==> config.mk <==
export PLATFORM = sky130hd
export DESIGN_NAME = sdinit_host
export DESIGN_NICKNAME = d
export VERILOG_FILES = /design/src/hw/sdinit_pkg.sv /design/src/hw/sdinit_host.sv
export SDC_FILE = /design/constraint.sdc
export NUM_CORES = 1
export LEC_CHECK = 0
export BUFFER_PORTS_ARGS = -buffer_cell sky130_fd_sc_hd__buf_2
export CORE_MARGIN = 8
export CORE_UTILIZATION = 50
export DETAILED_ROUTE_END_ITERATION = 12
export PLACE_DENSITY_LB_ADDON = 0.1
export SLEW_MARGIN = 20
export SYNTH_ARGS = -nofsm -noshare
export SYNTH_HDL_FRONTEND = slang
export SYNTH_SLANG_ARGS = --single-unit
==> constraint.sdc <==
create_clock -name clk -period 6.6 [get_ports clk]
set_input_delay 0.99 -clock clk [delete_from_list [all_inputs] [get_ports clk]]
set_output_delay 0.99 -clock clk [all_outputs]
set_load 0.02 [all_outputs]
==> src/hw/sdinit_pkg.sv <==
// Constants, types and register layout for the SDRAM init sequencer
package sdinit_pkg;

  // ****************************************************************
  // Bus widths and responses
  // ****************************************************************
  localparam int ADDR_W = 32;
  localparam int DATA_W = 32;
  localparam int OFS_W = 8;
  localparam logic [1:0] RESP_OKAY = 2'h0;
  localparam logic [1:0] RESP_SLVERR = 2'h2;
  localparam logic [3:0] STRB_ALL = 4'hf;

  // ****************************************************************
  // Far side: controller register map and memory window
  // ****************************************************************
  localparam logic [31:0] DEV_MODE_OFS = 32'h0000_0000;
  localparam logic [31:0] DEV_TIMER_OFS = 32'h0000_0004;
  localparam logic [31:0] DEV_CFG_OFS = 32'h0000_0008;
  localparam logic [31:0] DEF_LOWPWR_OFS = 32'h0000_001c;
  localparam logic [31:0] DEF_MEMDEV_OFS = 32'h0000_0024;
  localparam logic [31:0] DEF_DEV_REG_BASE = 32'h1000_0000;
  localparam logic [31:0] DEF_SD_BASE = 32'h2000_0000;

  // Command mode field codes
  localparam logic [31:0] MODE_NORMAL = 32'h0000_0000;
  localparam logic [31:0] MODE_NOP = 32'h0000_0001;
  localparam logic [31:0] MODE_PRECHARGE = 32'h0000_0002;
  localparam logic [31:0] MODE_MREG = 32'h0000_0003;
  localparam logic [31:0] MODE_AUTOREF = 32'h0000_0004;
  localparam logic [31:0] MODE_EXTMREG = 32'h0000_0005;

  // Byte select widths below the column field
  localparam logic [5:0] HALF_SEL_BITS = 6'h01;
  localparam logic [5:0] WORD_SEL_BITS = 6'h02;

  // ****************************************************************
  // Timing
  // ****************************************************************
  localparam int CLK_PERIOD_NS = 8;
  localparam int PAUSE_NS = 200_000;
  localparam int PAUSE_CYC = (PAUSE_NS + CLK_PERIOD_NS - 1) / CLK_PERIOD_NS;
  localparam logic [3:0] REFRESH_WRITES = 4'h8;

  // ****************************************************************
  // Own registers (byte offsets) and fields
  // ****************************************************************
  localparam logic [7:0] REG_CTRL = 8'h00;
  localparam logic [7:0] REG_CFG = 8'h04;
  localparam logic [7:0] REG_LOWPWR = 8'h08;
  localparam logic [7:0] REG_MEMDEV = 8'h0c;
  localparam logic [7:0] REG_TIMER = 8'h10;
  localparam logic [7:0] REG_GEOM = 8'h14;
  localparam logic [7:0] REG_STATUS = 8'h18;
  localparam int CTRL_START_BIT = 0;
  localparam int CTRL_MOBILE_BIT = 1;
  localparam int GEOM_COL_LSB = 0;
  localparam int GEOM_ROW_LSB = 4;
  localparam int GEOM_BUS16_BIT = 8;
  localparam int STATUS_BUSY_BIT = 0;
  localparam int STATUS_DONE_BIT = 1;
  localparam int STATUS_ERR_BIT = 2;
  localparam int STATUS_STEP_LSB = 8;
  localparam logic [31:0] GEOM_RST = 32'h0000_01c9;

  // ****************************************************************
  // Sequence steps
  // ****************************************************************
  localparam logic [4:0] STEP_CFG = 5'h00;
  localparam logic [4:0] STEP_LOWPWR = 5'h01;
  localparam logic [4:0] STEP_MEMDEV = 5'h02;
  localparam logic [4:0] STEP_PAUSE = 5'h03;
  localparam logic [4:0] STEP_MODE_NOP = 5'h04;
  localparam logic [4:0] STEP_SD_NOP = 5'h05;
  localparam logic [4:0] STEP_MODE_PRE = 5'h06;
  localparam logic [4:0] STEP_SD_PRE = 5'h07;
  localparam logic [4:0] STEP_MODE_REF = 5'h08;
  localparam logic [4:0] STEP_SD_REF = 5'h09;
  localparam logic [4:0] STEP_MODE_MREG = 5'h0a;
  localparam logic [4:0] STEP_SD_MREG = 5'h0b;
  localparam logic [4:0] STEP_MODE_EXTMREG = 5'h0c;
  localparam logic [4:0] STEP_SD_EXTMREG = 5'h0d;
  localparam logic [4:0] STEP_MODE_NORM = 5'h0e;
  localparam logic [4:0] STEP_SD_NORM = 5'h0f;
  localparam logic [4:0] STEP_TIMER = 5'h10;
  localparam logic [4:0] STEP_ONE = 5'h01;

  // ****************************************************************
  // Types
  // ****************************************************************
  typedef struct packed {
    logic [31:0] addr;
    logic [31:0] data;
  } sdinit_wreq_t;

  typedef enum logic [3:0] {
    ST_IDLE  = 4'h1,
    ST_ISSUE = 4'h2,
    ST_RESP  = 4'h4,
    ST_PAUSE = 4'h8
  } sdinit_state_t;

  typedef enum logic [1:0] {
    OP_WRITE = 2'h0,
    OP_SKIP  = 2'h1,
    OP_PAUSE = 2'h2,
    OP_END   = 2'h3
  } sdinit_op_t;

endpackage

==> src/hw/sdinit_host.sv <==
// SDRAM init sequencer: AXI4-Lite slave for orders, AXI4-Lite master to the controller
//
// Decided for this implementation: the register offsets and the AXI4-Lite interface to the registers.
`timescale 1ns/1ns
// Summary of operation
// - Program timings, geometry, CAS latency, bus width before any command.
// - Mobile parts: write self-refresh, drive strength, partial array settings first.
// - Write the memory type before starting the command sequence.
// - Wait at least 200 us before any SDRAM signal toggles.
// - Mode 1 then one memory write issues a NOP.
// - Mode 2 then one memory write issues precharge all banks.
// - Mode 4 then eight memory writes issue eight auto-refreshes.
// - Mode 3 then a write with both bank bits zero sets mode register.
// - Mobile: mode 5 then a write with a bank bit set sets extended mode.
// - Finish with mode 0 and one write anywhere in memory.
// - Load refresh timer with clock cycles between refreshes.
// - Perform the NOP step exactly as described.
// - Pin controller must hand the pins to the SDRAM controller first; the sequencer writes no pin controller register and starts with the CFG write.
module sdinit_host #(
  parameter logic [31:0] DEV_REG_BASE = sdinit_pkg::DEF_DEV_REG_BASE,
  parameter logic [31:0] SD_BASE = sdinit_pkg::DEF_SD_BASE,
  parameter logic [31:0] LOWPWR_OFS = sdinit_pkg::DEF_LOWPWR_OFS,
  parameter logic [31:0] MEMDEV_OFS = sdinit_pkg::DEF_MEMDEV_OFS,
  parameter int unsigned PAUSE_CYC = sdinit_pkg::PAUSE_CYC
) (
  // Clock and reset
  input wire logic clk,
  input wire logic rstn,
  // Software side, AXI4-Lite slave
  input wire logic [31:0] s_awaddr,
  input wire logic s_awvalid,
  output logic s_awready,
  input wire logic [31:0] s_wdata,
  input wire logic [3:0] s_wstrb,
  input wire logic s_wvalid,
  output logic s_wready,
  output logic [1:0] s_bresp,
  output logic s_bvalid,
  input wire logic s_bready,
  input wire logic [31:0] s_araddr,
  input wire logic s_arvalid,
  output logic s_arready,
  output logic [31:0] s_rdata,
  output logic [1:0] s_rresp,
  output logic s_rvalid,
  input wire logic s_rready,
  // Controller side, AXI4-Lite master (write only)
  output logic [31:0] m_awaddr,
  output logic m_awvalid,
  input wire logic m_awready,
  output logic [31:0] m_wdata,
  output logic [3:0] m_wstrb,
  output logic m_wvalid,
  input wire logic m_wready,
  input wire logic [1:0] m_bresp,
  input wire logic m_bvalid,
  output logic m_bready
);

  // ****************************************************************
  // Address mapping
  // ****************************************************************
  function automatic logic [31:0] map_addr(input logic [1:0] bank, input logic [12:0] row,
                                           input logic [10:0] col, input logic [31:0] geom);
    logic [5:0] sh;
    logic [5:0] cb;
    logic [5:0] rb;
    sh = geom[sdinit_pkg::GEOM_BUS16_BIT] ? sdinit_pkg::HALF_SEL_BITS
                                          : sdinit_pkg::WORD_SEL_BITS;
    cb = {2'h0, geom[sdinit_pkg::GEOM_COL_LSB +: 4]};
    rb = {2'h0, geom[sdinit_pkg::GEOM_ROW_LSB +: 4]};
    // Bank bit 1 lands on BA1, bit 0 on BA0
    return SD_BASE | ({21'h0, col} << sh) | ({19'h0, row} << (sh + cb))
           | ({30'h0, bank} << (sh + cb + rb));
  endfunction

  function automatic logic [31:0] apply_strb(input logic [31:0] old, input logic [31:0] nw,
                                             input logic [3:0] strb);
    logic [31:0] r;
    r = old;
    for (int i = 0; i < 4; i++) begin
      if (strb[i]) begin
        r[i*8 +: 8] = nw[i*8 +: 8];
      end
    end
    return r;
  endfunction

  // ****************************************************************
  // State
  // ****************************************************************
  sdinit_pkg::sdinit_state_t state_ff;
  sdinit_pkg::sdinit_op_t op_kind;
  sdinit_pkg::sdinit_wreq_t op_req;
  logic [4:0] step_ff;
  logic [3:0] rep_ff;
  logic [31:0] pause_cnt_ff;
  logic done_ff, err_ff, start_ff, mobile_ff;
  logic [31:0] cfg_ff, lowpwr_ff, memdev_ff, timer_ff, geom_ff;
  logic s_awready_ff, s_wready_ff, s_bvalid_ff, s_arready_ff, s_rvalid_ff;
  logic [1:0] s_bresp_ff, s_rresp_ff;
  logic [31:0] s_rdata_ff;
  logic m_awvalid_ff, m_wvalid_ff, m_bready_ff;
  sdinit_pkg::sdinit_wreq_t m_req_ff;
  logic wr_fire, rd_fire, b_fire;
  logic [7:0] wofs, rofs;
  logic [31:0] status;

  assign wr_fire = s_awvalid && s_awready_ff && s_wvalid && s_wready_ff;
  assign rd_fire = s_arvalid && s_arready_ff;
  assign b_fire = m_bvalid && m_bready_ff;
  assign wofs = s_awaddr[sdinit_pkg::OFS_W-1:0];
  assign rofs = s_araddr[sdinit_pkg::OFS_W-1:0];

  // ****************************************************************
  // Step decode
  // ****************************************************************
  always_comb begin
    op_kind = sdinit_pkg::OP_WRITE;
    op_req.addr = SD_BASE;
    op_req.data = 32'h0000_0000;
    unique case (step_ff)
      sdinit_pkg::STEP_CFG: begin
        op_req.addr = DEV_REG_BASE + sdinit_pkg::DEV_CFG_OFS;
        op_req.data = cfg_ff;
      end
      sdinit_pkg::STEP_LOWPWR: begin
        op_kind = mobile_ff ? sdinit_pkg::OP_WRITE : sdinit_pkg::OP_SKIP;
        op_req.addr = DEV_REG_BASE + LOWPWR_OFS;
        op_req.data = lowpwr_ff;
      end
      sdinit_pkg::STEP_MEMDEV: begin
        op_req.addr = DEV_REG_BASE + MEMDEV_OFS;
        op_req.data = memdev_ff;
      end
      sdinit_pkg::STEP_PAUSE: op_kind = sdinit_pkg::OP_PAUSE;
      sdinit_pkg::STEP_MODE_NOP: begin
        op_req.addr = DEV_REG_BASE + sdinit_pkg::DEV_MODE_OFS;
        op_req.data = sdinit_pkg::MODE_NOP;
      end
      sdinit_pkg::STEP_MODE_PRE: begin
        op_req.addr = DEV_REG_BASE + sdinit_pkg::DEV_MODE_OFS;
        op_req.data = sdinit_pkg::MODE_PRECHARGE;
      end
      sdinit_pkg::STEP_MODE_REF: begin
        op_req.addr = DEV_REG_BASE + sdinit_pkg::DEV_MODE_OFS;
        op_req.data = sdinit_pkg::MODE_AUTOREF;
      end
      sdinit_pkg::STEP_MODE_MREG: begin
        op_req.addr = DEV_REG_BASE + sdinit_pkg::DEV_MODE_OFS;
        op_req.data = sdinit_pkg::MODE_MREG;
      end
      sdinit_pkg::STEP_SD_MREG: op_req.addr = map_addr(2'h0, 13'h0000, 11'h000, geom_ff);
      sdinit_pkg::STEP_MODE_EXTMREG: begin
        op_kind = mobile_ff ? sdinit_pkg::OP_WRITE : sdinit_pkg::OP_SKIP;
        op_req.addr = DEV_REG_BASE + sdinit_pkg::DEV_MODE_OFS;
        op_req.data = sdinit_pkg::MODE_EXTMREG;
      end
      sdinit_pkg::STEP_SD_EXTMREG: begin
        op_kind = mobile_ff ? sdinit_pkg::OP_WRITE : sdinit_pkg::OP_SKIP;
        op_req.addr = map_addr(2'h1, 13'h0000, 11'h000, geom_ff);
      end
      sdinit_pkg::STEP_MODE_NORM: begin
        op_req.addr = DEV_REG_BASE + sdinit_pkg::DEV_MODE_OFS;
        op_req.data = sdinit_pkg::MODE_NORMAL;
      end
      sdinit_pkg::STEP_TIMER: begin
        op_req.addr = DEV_REG_BASE + sdinit_pkg::DEV_TIMER_OFS;
        op_req.data = timer_ff;
      end
      sdinit_pkg::STEP_SD_NOP, sdinit_pkg::STEP_SD_PRE, sdinit_pkg::STEP_SD_REF,
      sdinit_pkg::STEP_SD_NORM: op_kind = sdinit_pkg::OP_WRITE;
      default: op_kind = sdinit_pkg::OP_END;
    endcase
  end

  // ****************************************************************
  // Sequencer
  // ****************************************************************
  always_ff @(posedge clk or negedge rstn) begin
    if (!rstn) begin
      state_ff <= sdinit_pkg::ST_IDLE;
      step_ff <= 5'h00;
      rep_ff <= 4'h0;
      pause_cnt_ff <= 32'h0000_0000;
      done_ff <= 1'b0;
      err_ff <= 1'b0;
    end else begin
      unique case (state_ff)
        sdinit_pkg::ST_IDLE: begin
          if (start_ff) begin
            step_ff <= sdinit_pkg::STEP_CFG;
            rep_ff <= 4'h0;
            done_ff <= 1'b0;
            err_ff <= 1'b0;
            state_ff <= sdinit_pkg::ST_ISSUE;
          end
        end
        sdinit_pkg::ST_ISSUE: begin
          unique case (op_kind)
            sdinit_pkg::OP_SKIP: step_ff <= step_ff + sdinit_pkg::STEP_ONE;
            sdinit_pkg::OP_PAUSE: begin
              pause_cnt_ff <= 32'(PAUSE_CYC - 1);
              state_ff <= sdinit_pkg::ST_PAUSE;
            end
            sdinit_pkg::OP_WRITE: state_ff <= sdinit_pkg::ST_RESP;
            sdinit_pkg::OP_END: begin
              done_ff <= 1'b1;
              state_ff <= sdinit_pkg::ST_IDLE;
            end
          endcase
        end
        sdinit_pkg::ST_PAUSE: begin
          if (pause_cnt_ff == 32'h0000_0000) begin
            step_ff <= step_ff + sdinit_pkg::STEP_ONE;
            state_ff <= sdinit_pkg::ST_ISSUE;
          end else begin
            pause_cnt_ff <= pause_cnt_ff - 32'h0000_0001;
          end
        end
        sdinit_pkg::ST_RESP: begin
          // Response marks the command as driven; only then move on
          if (b_fire) begin
            if (m_bresp != sdinit_pkg::RESP_OKAY) begin
              err_ff <= 1'b1;
            end
            if (step_ff == sdinit_pkg::STEP_SD_REF
                && rep_ff != sdinit_pkg::REFRESH_WRITES - 4'h1) begin
              rep_ff <= rep_ff + 4'h1;
            end else begin
              rep_ff <= 4'h0;
              step_ff <= step_ff + sdinit_pkg::STEP_ONE;
            end
            state_ff <= sdinit_pkg::ST_ISSUE;
          end
        end
      endcase
    end
  end

  // ****************************************************************
  // Master write channels
  // ****************************************************************
  always_ff @(posedge clk or negedge rstn) begin
    if (!rstn) begin
      m_awvalid_ff <= 1'b0;
      m_wvalid_ff <= 1'b0;
      m_bready_ff <= 1'b0;
      m_req_ff <= '0;
    end else if (state_ff == sdinit_pkg::ST_ISSUE && op_kind == sdinit_pkg::OP_WRITE) begin
      m_awvalid_ff <= 1'b1;
      m_wvalid_ff <= 1'b1;
      m_bready_ff <= 1'b1;
      m_req_ff <= op_req;
    end else begin
      if (m_awvalid_ff && m_awready) begin
        m_awvalid_ff <= 1'b0;
      end
      if (m_wvalid_ff && m_wready) begin
        m_wvalid_ff <= 1'b0;
      end
      if (b_fire) begin
        m_bready_ff <= 1'b0;
      end
    end
  end

  // ****************************************************************
  // Slave handshakes
  // ****************************************************************
  always_ff @(posedge clk or negedge rstn) begin
    if (!rstn) begin
      s_awready_ff <= 1'b0;
      s_wready_ff <= 1'b0;
      s_bvalid_ff <= 1'b0;
      s_bresp_ff <= sdinit_pkg::RESP_OKAY;
      s_arready_ff <= 1'b0;
      s_rvalid_ff <= 1'b0;
      s_rresp_ff <= sdinit_pkg::RESP_OKAY;
      s_rdata_ff <= 32'h0000_0000;
    end else begin
      s_awready_ff <= !s_bvalid_ff && !s_awready_ff && s_awvalid && s_wvalid;
      s_wready_ff <= !s_bvalid_ff && !s_awready_ff && s_awvalid && s_wvalid;
      if (wr_fire) begin
        s_bvalid_ff <= 1'b1;
        s_bresp_ff <= (wofs <= sdinit_pkg::REG_STATUS && wofs[1:0] == 2'h0)
                      ? sdinit_pkg::RESP_OKAY : sdinit_pkg::RESP_SLVERR;
      end else if (s_bvalid_ff && s_bready) begin
        s_bvalid_ff <= 1'b0;
      end
      s_arready_ff <= !s_rvalid_ff && !s_arready_ff && s_arvalid;
      if (rd_fire) begin
        s_rvalid_ff <= 1'b1;
        s_rresp_ff <= sdinit_pkg::RESP_OKAY;
        unique case (rofs)
          sdinit_pkg::REG_CTRL: s_rdata_ff <= {30'h0, mobile_ff, 1'b0};
          sdinit_pkg::REG_CFG: s_rdata_ff <= cfg_ff;
          sdinit_pkg::REG_LOWPWR: s_rdata_ff <= lowpwr_ff;
          sdinit_pkg::REG_MEMDEV: s_rdata_ff <= memdev_ff;
          sdinit_pkg::REG_TIMER: s_rdata_ff <= timer_ff;
          sdinit_pkg::REG_GEOM: s_rdata_ff <= geom_ff;
          sdinit_pkg::REG_STATUS: s_rdata_ff <= status;
          default: begin
            s_rdata_ff <= 32'h0000_0000;
            s_rresp_ff <= sdinit_pkg::RESP_SLVERR;
          end
        endcase
      end else if (s_rvalid_ff && s_rready) begin
        s_rvalid_ff <= 1'b0;
      end
    end
  end

  always_comb begin
    status = 32'h0000_0000;
    status[sdinit_pkg::STATUS_BUSY_BIT] = state_ff != sdinit_pkg::ST_IDLE;
    status[sdinit_pkg::STATUS_DONE_BIT] = done_ff;
    status[sdinit_pkg::STATUS_ERR_BIT] = err_ff;
    status[sdinit_pkg::STATUS_STEP_LSB +: 5] = step_ff;
  end

  // ****************************************************************
  // Own registers
  // ****************************************************************
  always_ff @(posedge clk or negedge rstn) begin
    if (!rstn) begin
      start_ff <= 1'b0;
      mobile_ff <= 1'b0;
      cfg_ff <= 32'h0000_0000;
      lowpwr_ff <= 32'h0000_0000;
      memdev_ff <= 32'h0000_0000;
      timer_ff <= 32'h0000_0000;
      geom_ff <= sdinit_pkg::GEOM_RST;
    end else begin
      start_ff <= 1'b0;
      if (wr_fire) begin
        unique case (wofs)
          sdinit_pkg::REG_CTRL: begin
            // Start ignored while a sequence runs
            start_ff <= s_wstrb[0] && s_wdata[sdinit_pkg::CTRL_START_BIT]
                        && state_ff == sdinit_pkg::ST_IDLE;
            if (s_wstrb[0]) begin
              mobile_ff <= s_wdata[sdinit_pkg::CTRL_MOBILE_BIT];
            end
          end
          sdinit_pkg::REG_CFG: cfg_ff <= apply_strb(cfg_ff, s_wdata, s_wstrb);
          sdinit_pkg::REG_LOWPWR: lowpwr_ff <= apply_strb(lowpwr_ff, s_wdata, s_wstrb);
          sdinit_pkg::REG_MEMDEV: memdev_ff <= apply_strb(memdev_ff, s_wdata, s_wstrb);
          sdinit_pkg::REG_TIMER: timer_ff <= apply_strb(timer_ff, s_wdata, s_wstrb);
          sdinit_pkg::REG_GEOM: geom_ff <= apply_strb(geom_ff, s_wdata, s_wstrb);
          default: start_ff <= 1'b0;
        endcase
      end
    end
  end

  assign s_awready = s_awready_ff;
  assign s_wready = s_wready_ff;
  assign s_bvalid = s_bvalid_ff;
  assign s_bresp = s_bresp_ff;
  assign s_arready = s_arready_ff;
  assign s_rvalid = s_rvalid_ff;
  assign s_rresp = s_rresp_ff;
  assign s_rdata = s_rdata_ff;
  assign m_awaddr = m_req_ff.addr;
  assign m_wdata = m_req_ff.data;
  assign m_wstrb = sdinit_pkg::STRB_ALL;
  assign m_awvalid = m_awvalid_ff;
  assign m_wvalid = m_wvalid_ff;
  assign m_bready = m_bready_ff;

  // ****************************************************************
  // Checks
  // ****************************************************************
  logic [31:0] pause_seen_ff;
  logic [3:0] ref_cnt_ff;
  logic [31:0] last_mode_ff;
  always_ff @(posedge clk or negedge rstn) begin
    if (!rstn) begin
      pause_seen_ff <= 32'h0000_0000;
      ref_cnt_ff <= 4'h0;
      last_mode_ff <= 32'h0000_0000;
    end else begin
      pause_seen_ff <= (state_ff == sdinit_pkg::ST_PAUSE) ? pause_seen_ff + 32'h0000_0001
                                                         : 32'h0000_0000;
      if (start_ff) begin
        ref_cnt_ff <= 4'h0;
      end else if (b_fire && step_ff == sdinit_pkg::STEP_SD_REF) begin
        ref_cnt_ff <= ref_cnt_ff + 4'h1;
      end
      if (b_fire && m_req_ff.addr == DEV_REG_BASE + sdinit_pkg::DEV_MODE_OFS) begin
        last_mode_ff <= m_req_ff.data;
      end
    end
  end
endmodule

After elaboration in Yosys (flattened, before gate mapping). Index checks and enable logic that the tools add are counted. Widths: inputs -> output; s select.

Register bits: 316. Word-level logic and storage cells: 212. Output and inout port bits: 112.

Shift operators: 4. Order comparisons: 1. Reductions and logical operators: 69. Equal/unequal tests: 46. Add/sub/neg operators: 5. Multiplexer cells: 44. Bitwise operators: 3.

Operators with widths (number): $pmux 32 s7 (2); $pmux 32 s9 (1); $or 32x32->32 (3); $shl 1x6->32 const A (3); $reduce_and 3->1 (24); $mux 32 (2); $pmux 32 s2 (1); $eq 5x4->1 const B (8); $eq 8x5->1 const B (5); $eq 8x4->1 const B (4); $logic_not 32->1 (1); $shl 1x2->32 const A (1); $sub 32x1->32 const B (1); $mux 5 (5); $mux 4 (6); $eq 5x3->1 const B (4); $pmux 5 s4 (1); $logic_and 1x1->1 (19); $reduce_bool 2->1 (9); $mux 1 (17); $eq 8x3->1 const B (2); $logic_not 8->1 (2); $pmux 4 s4 (1); $reduce_or 13->1 (1); other kinds (31) (49).

Depth between registers and ports, before layout. Gate-level depths: netlist of the first run.

Word-level depth: 6. Mapped depth: 11. Depth with buffers taken out: 11.

Worst setup path before layout of the first run. No wires, ideal clock.

Kind: register to register. Start: register geom_ff[8]. End: register m_req_ff (netlist bit m_awaddr[24]). Cell stages (with the launch flop): 10. Library setup time: 0.110 ns. Period minus slack after synthesis: 3.071 ns. Slack: 3.529 ns. Arrival time: 2.961 ns. Path buffers: 0. Required time: 6.490 ns. Cells stage by stage: dfstp_2 ha_1 inv_1 fa_1 fa_1 nand3b_1 a21oi_1 o21bai_1 or3b_2 o41ai_1.

Cells in the longest elaborated chain, start to end: 6.

RTL lines: start, declared (RTL line sdinit_host.sv:99) `logic [31:0] cfg_ff, lowpwr_ff, memdev_ff, timer_ff, geom_ff;`; start signal, assigned (RTL line sdinit_host.sv:333) `geom_ff <= sdinit_pkg::GEOM_RST;`; start signal, assigned (RTL line sdinit_host.sv:350) `sdinit_pkg::REG_GEOM: geom_ff <= apply_strb(geom_ff, s_wdata, s_wstrb);`; $mux 2 (*) (RTL line sdinit_host.sv:68) `sh = geom[sdinit_pkg::GEOM_BUS16_BIT] ? sdinit_pkg::HALF_SEL_BITS`; $add 2x4->5 (RTL line sdinit_host.sv:73, sdinit_host.sv:74); $add 5x4->6 or $shl 1x6->32 (tied branches) (RTL line sdinit_host.sv:74, sdinit_host.sv:73); $shl 1x6->32 or $or 32x32->32 (tied branches) (RTL line sdinit_host.sv:74, sdinit_host.sv:73); $or 32x32->32 (RTL line sdinit_host.sv:74) `| ({30'h0, bank} << (sh + cb + rb));`; $pmux 32 s7 (*) (RTL line sdinit_host.sv:122) `unique case (step_ff)`; end signal, assigned (RTL line sdinit_host.sv:254) `m_req_ff <= op_req;`; end, declared (RTL line sdinit_host.sv:104) `sdinit_pkg::sdinit_wreq_t m_req_ff;`.

Every way passes the cells marked *; elsewhere a longest branch is shown, timed or not. A chain may end at the register's enable or synchronous reset.

Final worst setup path of the first run.
Start: register step_ff[4]. End: register m_req_ff (netlist bit m_wdata[13]).

Cells in the longest elaborated chain, start to end: 5.

RTL lines: start, declared (RTL line sdinit_host.sv:95) `logic [4:0] step_ff;`; start signal, assigned (RTL line sdinit_host.sv:192) `step_ff <= sdinit_pkg::STEP_CFG;`; start signal, assigned (RTL line sdinit_host.sv:201) `sdinit_pkg::OP_SKIP: step_ff <= step_ff + sdinit_pkg::STEP_ONE;`; start signal, assigned (RTL line sdinit_host.sv:215) `step_ff <= step_ff + sdinit_pkg::STEP_ONE;`; $eq 5x4->1 (tied with other cells) (RTL line sdinit_host.sv:122); $reduce_or 13->1 (no source line) or $reduce_or 3->1 (tied branches); $pmux 2 s3 (RTL line sdinit_host.sv:122); $logic_not 2->1 (RTL line sdinit_host.sv:250) `end else if (state_ff == sdinit_pkg::ST_ISSUE && op_kind == sdinit_pkg::OP_WRITE) begin`; $logic_and 1x1->1 (RTL line sdinit_host.sv:250).

Several ways; a longest one is shown, not always the timed one.

==> key figures, run 1 <==
Yosys
  • Largest family of logic cells by synthesized area: multiplexers
  • Count of yosys warnings during synthesis: 0
  • Post-synthesis mux area share: 15.7%
  • XOR/XNOR Fraction of Synth Area: 0.592%
  • Most frequent cell after synthesis: dfrtp_1
  • Leading register cell type out of synthesis: dfrtp_1
  • Cell variety after synth: 71
  • Seq/Total Area, Yosys: 53.2%
  • Synthesized area: 14800 um^2
  • Dominant cell type by area after synthesis: dfrtp_1
  • Number of synthesized flops with an enable pin: 0
  • Top post-synthesis cells by area: dfrtp_1, mux2_2, a222oi_1
  • Synthesis-stage register bit count: 314
  • Cells after Synth: 1251
  • Ys async rst share: 100%
  • Synth Area in Adders: 1.54%
  • Area fraction of the dominant cell type after synthesis: 52.1%
  • Synthesized area per cell: 11.8 um^2
  • Post-synthesis compound-gate area fraction: 15.2%
  • Post-Synth Simple-Gate Area: 11.0%
  • Synth top cells by count: dfrtp_1, mux2_2, nand2_1

Routing
  • Post-route ant nets: 0
  • Post-Route WL: 41.4 mm
  • Max Used Layer: met5
  • DR WL/cell: 22.7 um
  • DRC Markers: 0
  • Total number of vias: 11400
  • Via density: 6.26
  • DR WL met2: 18.8 mm
  • 1st-pass router iterations: 8
  • Initial DRC count: 1045
  • M1 wire length: 18.2 mm
  • Met3 routed wirelength: 3.27 mm

Finish
  • Synthesis-to-finish area growth: 16.5%
  • Fin area: 17200 um^2
  • Fraction of layout cells with a size suffix above 1: 32.8%
  • Post-Layout Cell Count: 1825
  • Filler instances: 2493
  • Nets: 1535
  • Fin util: 58.6%

CTS
  • Hold Buf Count CTS: 0
  • Post-CTS sizing: 0
  • CTS tree: done
  • TritonCTS buffer count: 35
  • Clk_lat worst skew: 0.52 ns
  • H-Tree Depth: 2
  • Clock sinks: 314
  • Total setup buffers inserted after CTS: 0
  • CTS Buffer Depth: 3
  • Clock-pin slew on the worst setup and hold paths: 0.06 ns
  • Clk root buf: clkbuf_16

Setup path
  • CP Data Required Time: 7.00 ns
  • Critical R2R Capture: m_wdata[13]
  • Crit. End Element: flop
  • Worst reg2reg startpoint: step_ff[4]
  • Critical Path AT: 3.86 ns
  • Reg2Reg Setup Slack: 3.14 ns
  • Crit Path Max Fanout: 22
  • CP startpoint kind: flop
  • Reg2Reg Depth: 7
  • Critical path class: flop to flop

STA
  • Setup-failing EPs final: 0
  • F_max: 0.289 GHz
  • Worst-Margin Slew: 0.979 ns
  • Final Max Tran Viols: 0
  • Setup total negative slack: 0 ns
  • Period Utilization, post-route: 52.4%
  • Period minus WS final: 3.46 ns
  • Final WS setup: 3.14 ns
  • Final hold slack: 0.463 ns
  • Skew final: 0.0194 ns
  • Setup repair after global routing missed its margin: no
  • Max-slew headroom: 34.4%
  • Final hold vios: 0

Global routing
  • Total gr overflow: 0
  • Number of global-route vias before repair: 11500
  • Initial antenna violation count: 9
  • First-pass GRT wire length: 65.9 mm
  • Largest net degree at the start of global routing: 149
  • Tot GR Track Use: 23.2%

Floorplanning
  • Ports: 224
  • Die area: 35400 um^2
  • Initial Utilization: 50.3%
  • Die width: 188 um
  • Core ar.: 29400 um^2
  • Num rows: 63
  • Die Span Y: 188 um

Min path
  • Hold Path Class: flop to flop
  • Worst Min Path Start: s_wready
  • Hold Path End: s_wready
  • Hold depth: 1

Pwr
  • P_sw: 1.73 mW
  • Max IR drop VDD: 0.203 mV
  • Power share of the sequential group: 40.9%
  • Internal Power: 3.60 mW
  • Cell Pwr Density: 309 nW/um^2
  • Switching Share: 32.4%
  • Logic gate share of total power: 22.1%
  • Leakage power: 8.41 nW
  • PnR Total Power: 5.32 mW
  • Clk pwr share: 36.9%

Place
  • DP HPWL: 26.9 mm
  • Setup WS pre-CTS: 2.89 ns
  • Placed Cells: 1759
  • Placed instance area: 16100 um^2
  • Gpl congestion: 0.815
  • Port Buffers: 169

Status
  • Outcome: complete, no violations

Job
  • Max Cap Viol: 0
-- logic make-up (layout without fill, tap and decap cells) --
| family | after synthesis | after routing |
|---|---|---|
| buffers and inverters | 98 | 275 |
| flip-flops | 314 | 314 |
| AND/OR/NAND/NOR | 315 | 315 |
| multiplexers | 208 | 208 |
| XOR/XNOR | 10 | 10 |
| adder cells (fa/ha/maj) | 17 | 17 |
| other | 2 | 9 |
| AO/OA/AOI/OAI | 287 | 287 |
-- flip-flops by register name (all words and copies together) (netlist names), 32 cells and up --
signal / cells
cfg_ff: 32
geom_ff: 32
lowpwr_ff: 32
m_awaddr: 32
m_wdata: 32
memdev_ff: 32
pause_cnt_ff: 32
s_rdata: 32
timer_ff: 32
-- layout by cell type (no fill, tap or decap), types with 35 or more instances in the layout --
cell type,n
nand2_1,96
nor2_1,42
clkbuf_16,35
buf_2,168
nand3_1,38
mux2_2,197
o21ai_0,48
a22o_1,54
a222oi_1,59
dfrtp_1,308
-- per-layer routing --
metal,track usage (%),vias up
met2,35.3,426
met5,0,-
met1,32.0,5776
met3,5.68,81
li1,-,5124
met4,7.85,12
-- power groups by stage --
stage | clock [mW] | sequential [mW] | combinational [mW]
6_report | 1.97 | 2.18 | 1.18
5_1_grt | 2.10 | 2.20 | 1.29
4_1_cts | 2.01 | 2.18 | 1.18
3_5_place_dp | 0 | 2.21 | 1.18
3_3_place_gp | 0 | 2.20 | 1.17
2_1_floorplan | 0 | 2.20 | 0.765
-- cell type report --
class	instances	area, um^2	share of cell area [%]
repair buffers	188	1010	5.86
diodes	3	7.51	0.0435
inverters	24	90.1	0.523
well taps	390	488	2.83
clock inverters	11	158	0.914
multi-input cells	843	6620	38.4
flip-flops and latches	314	7870	45.6
clock buffers	52	1000	5.80
-- how the worst max path moves through the flow --
stage / start / end / slack [ns]
2_1_floorplan: geom_ff[8] / m_awaddr[24] / 3.53
3_3_place_gp: s_awaddr[1] / timer_ff[7] / 2.91
5_1_grt: geom_ff[8] / m_awaddr[24] / 2.82
6_report: step_ff[4] / m_wdata[13] / 3.14
3_5_place_dp: s_awaddr[1] / timer_ff[4] / 2.89
4_1_cts: step_ff[4] / m_wdata[13] / 3.13
-- worst max-delay path, stage by stage, from the launching register on --
cell     delay [ns]
dfrtp_1        0.79
inv_1          0.30
ha_1           0.28
a311o_1        0.29
nor4_2         0.75
nor2_4         0.25
buf_4          0.33
mux2_2         0.32
Note: power is estimated with default switching activity, not from simulation.
==> run 2, diff against run 1 <==
- clock period: 6.6 -> 3.05 ns (I/O delays scaled with it)
==> run 2 against run 1 <==
  * Critical endpoint is now m_awaddr[8]
  * Routed wire length grew 2.6%
  * Total power grew 120%
  * Clock-buffer cell count shrank 2
  * Cell area grew 3.6%
  * Clock power grew 100%
  * Sequential share of layout area shrank 1.6 points
  * Maximum frequency grew 16%
  * Critical path depth grew 4
  * Register-to-register slack lost 3.1 ns
  * Cell count grew 3.5%
  * Core utilization grew 2.1 points
==> key figures, run 2 (synthesis results as in run 1) <==
Status
  • Outcome: complete, no violations

STA
  • F_max: 0.336 GHz (+16%)
  • Setup-failing EPs final: 0 (unchanged)
  • Period minus WS final: 2.97 ns (-0.487 ns)
  • Period Utilization, post-route: 97.5% (+45 points)
  • Worst-Margin Slew: 0.824 ns (-0.155 ns)
  • Skew final: 0.0114 ns (-0.00801 ns)
  • Setup total negative slack: 0 ns (unchanged)
  • Final hold slack: 0.119 ns (-0.344 ns)
  • Final hold vios: 0 (unchanged)
  • Max-slew headroom: 44.3% (+9.9 points)
  • Final WS setup: 0.0762 ns (-3.06 ns)
  • Final Max Tran Viols: 0 (unchanged)

Setup path
  • CP startpoint kind: flop
  • Critical R2R Capture: m_awaddr[8]
  • Crit. End Element: flop
  • CP Data Required Time: 3.50 ns (-3.50 ns)
  • Reg2Reg Depth: 11 (+4)
  • Crit Path Max Fanout: 4 (-82%)
  • Critical Path AT: 3.43 ns (-0.43 ns)
  • Critical path class: flop to flop
  • Reg2Reg Setup Slack: 0.08 ns (-3.06 ns)
  • Worst reg2reg startpoint: geom_ff[8]

CTS
  • Clock sinks: 314 (unchanged)
  • Clk_lat worst skew: 0.52 ns (about the same)
  • Clock-pin slew on the worst setup and hold paths: 0.06 ns (about the same)
  • CTS Buffer Depth: 3 (unchanged)
  • CTS tree: done
  • H-Tree Depth: 2 (unchanged)
  • Clk root buf: clkbuf_16
  • TritonCTS buffer count: 35 (unchanged)

Floorplanning
  • Core ar.: 29400 um^2 (unchanged)
  • Initial Utilization: 50.3% (unchanged)
  • Die width: 188 um (unchanged)
  • Die Span Y: 188 um (unchanged)
  • Ports: 224 (unchanged)
  • Num rows: 63 (unchanged)
  • Die area: 35400 um^2 (unchanged)

Finish
  • Commonest non-fill, non-tap cell in the layout: dfrtp_1
  • Synthesis-to-finish area growth: 20.7%
  • Fin area: 17900 um^2 (+3.6%)
  • Most frequent cells in the layout: dfrtp_1, mux2_2, buf_2
  • ANT cells: 0 (-3)
  • Fraction of layout cells with a size suffix above 1: 36.6% (+3.8 points)
  • Fin util: 60.7% (+2.1 points)
  • Nets: 1605 (+4.6%)
  • Filler instances: 2436 (-2.3%)
  • Post-Layout Cell Count: 1888 (+3.5%)

Place
  • Placed Cells: 1826 (+3.8%)
  • Setup WS pre-CTS: -0.0328 ns (-2.92 ns)
  • Placed instance area: 16700 um^2 (+3.6%)
  • Port Buffers: 169 (unchanged)
  • DP HPWL: 28.5 mm (+5.7%)
  • Gpl congestion: 0.862 (+5.8%)

Routing
  • DR WL/cell: 22.5 um (-0.80%)
  • DRC Markers: 0 (unchanged)
  • Post-Route WL: 42.5 mm (+2.6%)
  • Via density: 6.17 (-1.3%)
  • Total number of vias: 11700 (+2.1%)
  • Post-route ant nets: 0 (unchanged)
  • 1st-pass router iterations: 7 (-1)
  • Initial DRC count: 1095 (+4.8%)

Global routing
  • First-pass GRT wire length: 67.0 mm (+1.8%)
  • Largest net degree at the start of global routing: 80 (-46%)
  • Total gr overflow: 0 (unchanged)
  • Initial antenna violation count: 3 (-6)
  • Tot GR Track Use: 23.5% (+0.31 points)
  • Number of global-route vias before repair: 11700 (+2.1%)

Pwr
  • Max IR drop VDD: 0.361 mV (+78%)
  • PnR Total Power: 11.5 mW (+120%)
  • Leakage power: 8.78 nW (+4.3%)
  • Cell Pwr Density: 645 nW/um^2 (+110%)

Min path
  • Hold Path Class: input port to flop
  • Hold Path End: m_wvalid
  • Hold depth: 2 (+1)
  • Worst Min Path Start: m_wready

Job
  • Max Cap Viol: 0 (unchanged)
==> run 2: area by class of cell <==
type                            instances  area, um^2  share of cell area (%)
Inverter                               24        90.1                   0.505
Timing Repair Buffer                  258        1630                    9.15
Sequential cell                       314        7870                    44.1
Clock buffer                           50         992                    5.56
Multi-Input combinational cell        843        6680                    37.4
Tap cell                              390         488                    2.73
Clock inverter                          9         101                   0.568
==> run 2: timing repair <==
| action | CTS | global route |
|---|---|---|
| pin swaps | 0 | 13 |
| buffers inserted | 0 | 2 |
| hold buffers | 1 | 0 |
| hold endpoints to repair | 67 | 0 |
| setup endpoints to repair | 3 | 25 |
| gates resized for setup | 2 | 17 |
==> run 2: per-layer routing <==
metal	GRT usage [%]	wire length, um
met1	31.6	18300
met2	37.6	20000
met3	5.24	3150
met4	6.97	1090
met5	0	39
==> run 2: worst max path at each step <==
stage | end | cells after the start | from | slack [ns]
3_5_place_dp | m_awaddr[24] | 9 | geom_ff[0] | -0.03
4_1_cts | m_awaddr[14] | 11 | geom_ff[0] | 0.002
3_3_place_gp | m_awaddr[24] | 10 | geom_ff[0] | 0.01
6_report | m_awaddr[8] | 11 | geom_ff[8] | 0.08
5_1_grt | m_awaddr[13] | 14 | geom_ff[8] | -0.03
2_1_floorplan | m_awaddr[24] | 9 | geom_ff[8] | 0.001
==> run 2: worst max-delay path, stage by stage, from the launching register on <==
cell and delay [ns]:
dfstp_2 0.56, buf_6 0.11, buf_4 0.10, fa_2 0.45, fa_2 0.35, nand3b_1 0.24, buf_6 0.17, a211o_1 0.26
o21a_1 0.21, nor3_1 0.17, buf_4 0.17, a22o_1 0.13
==> run 2: report_power, final <==
group / leakage, nW / switching, mW / internal [mW]
Combinational: 3.95 / 1.82 / 0.985
Sequential: 4.30 / 0.266 / 4.42
Clock: 0.529 / 1.67 / 2.36
Total: 8.78 / 3.76 / 7.76
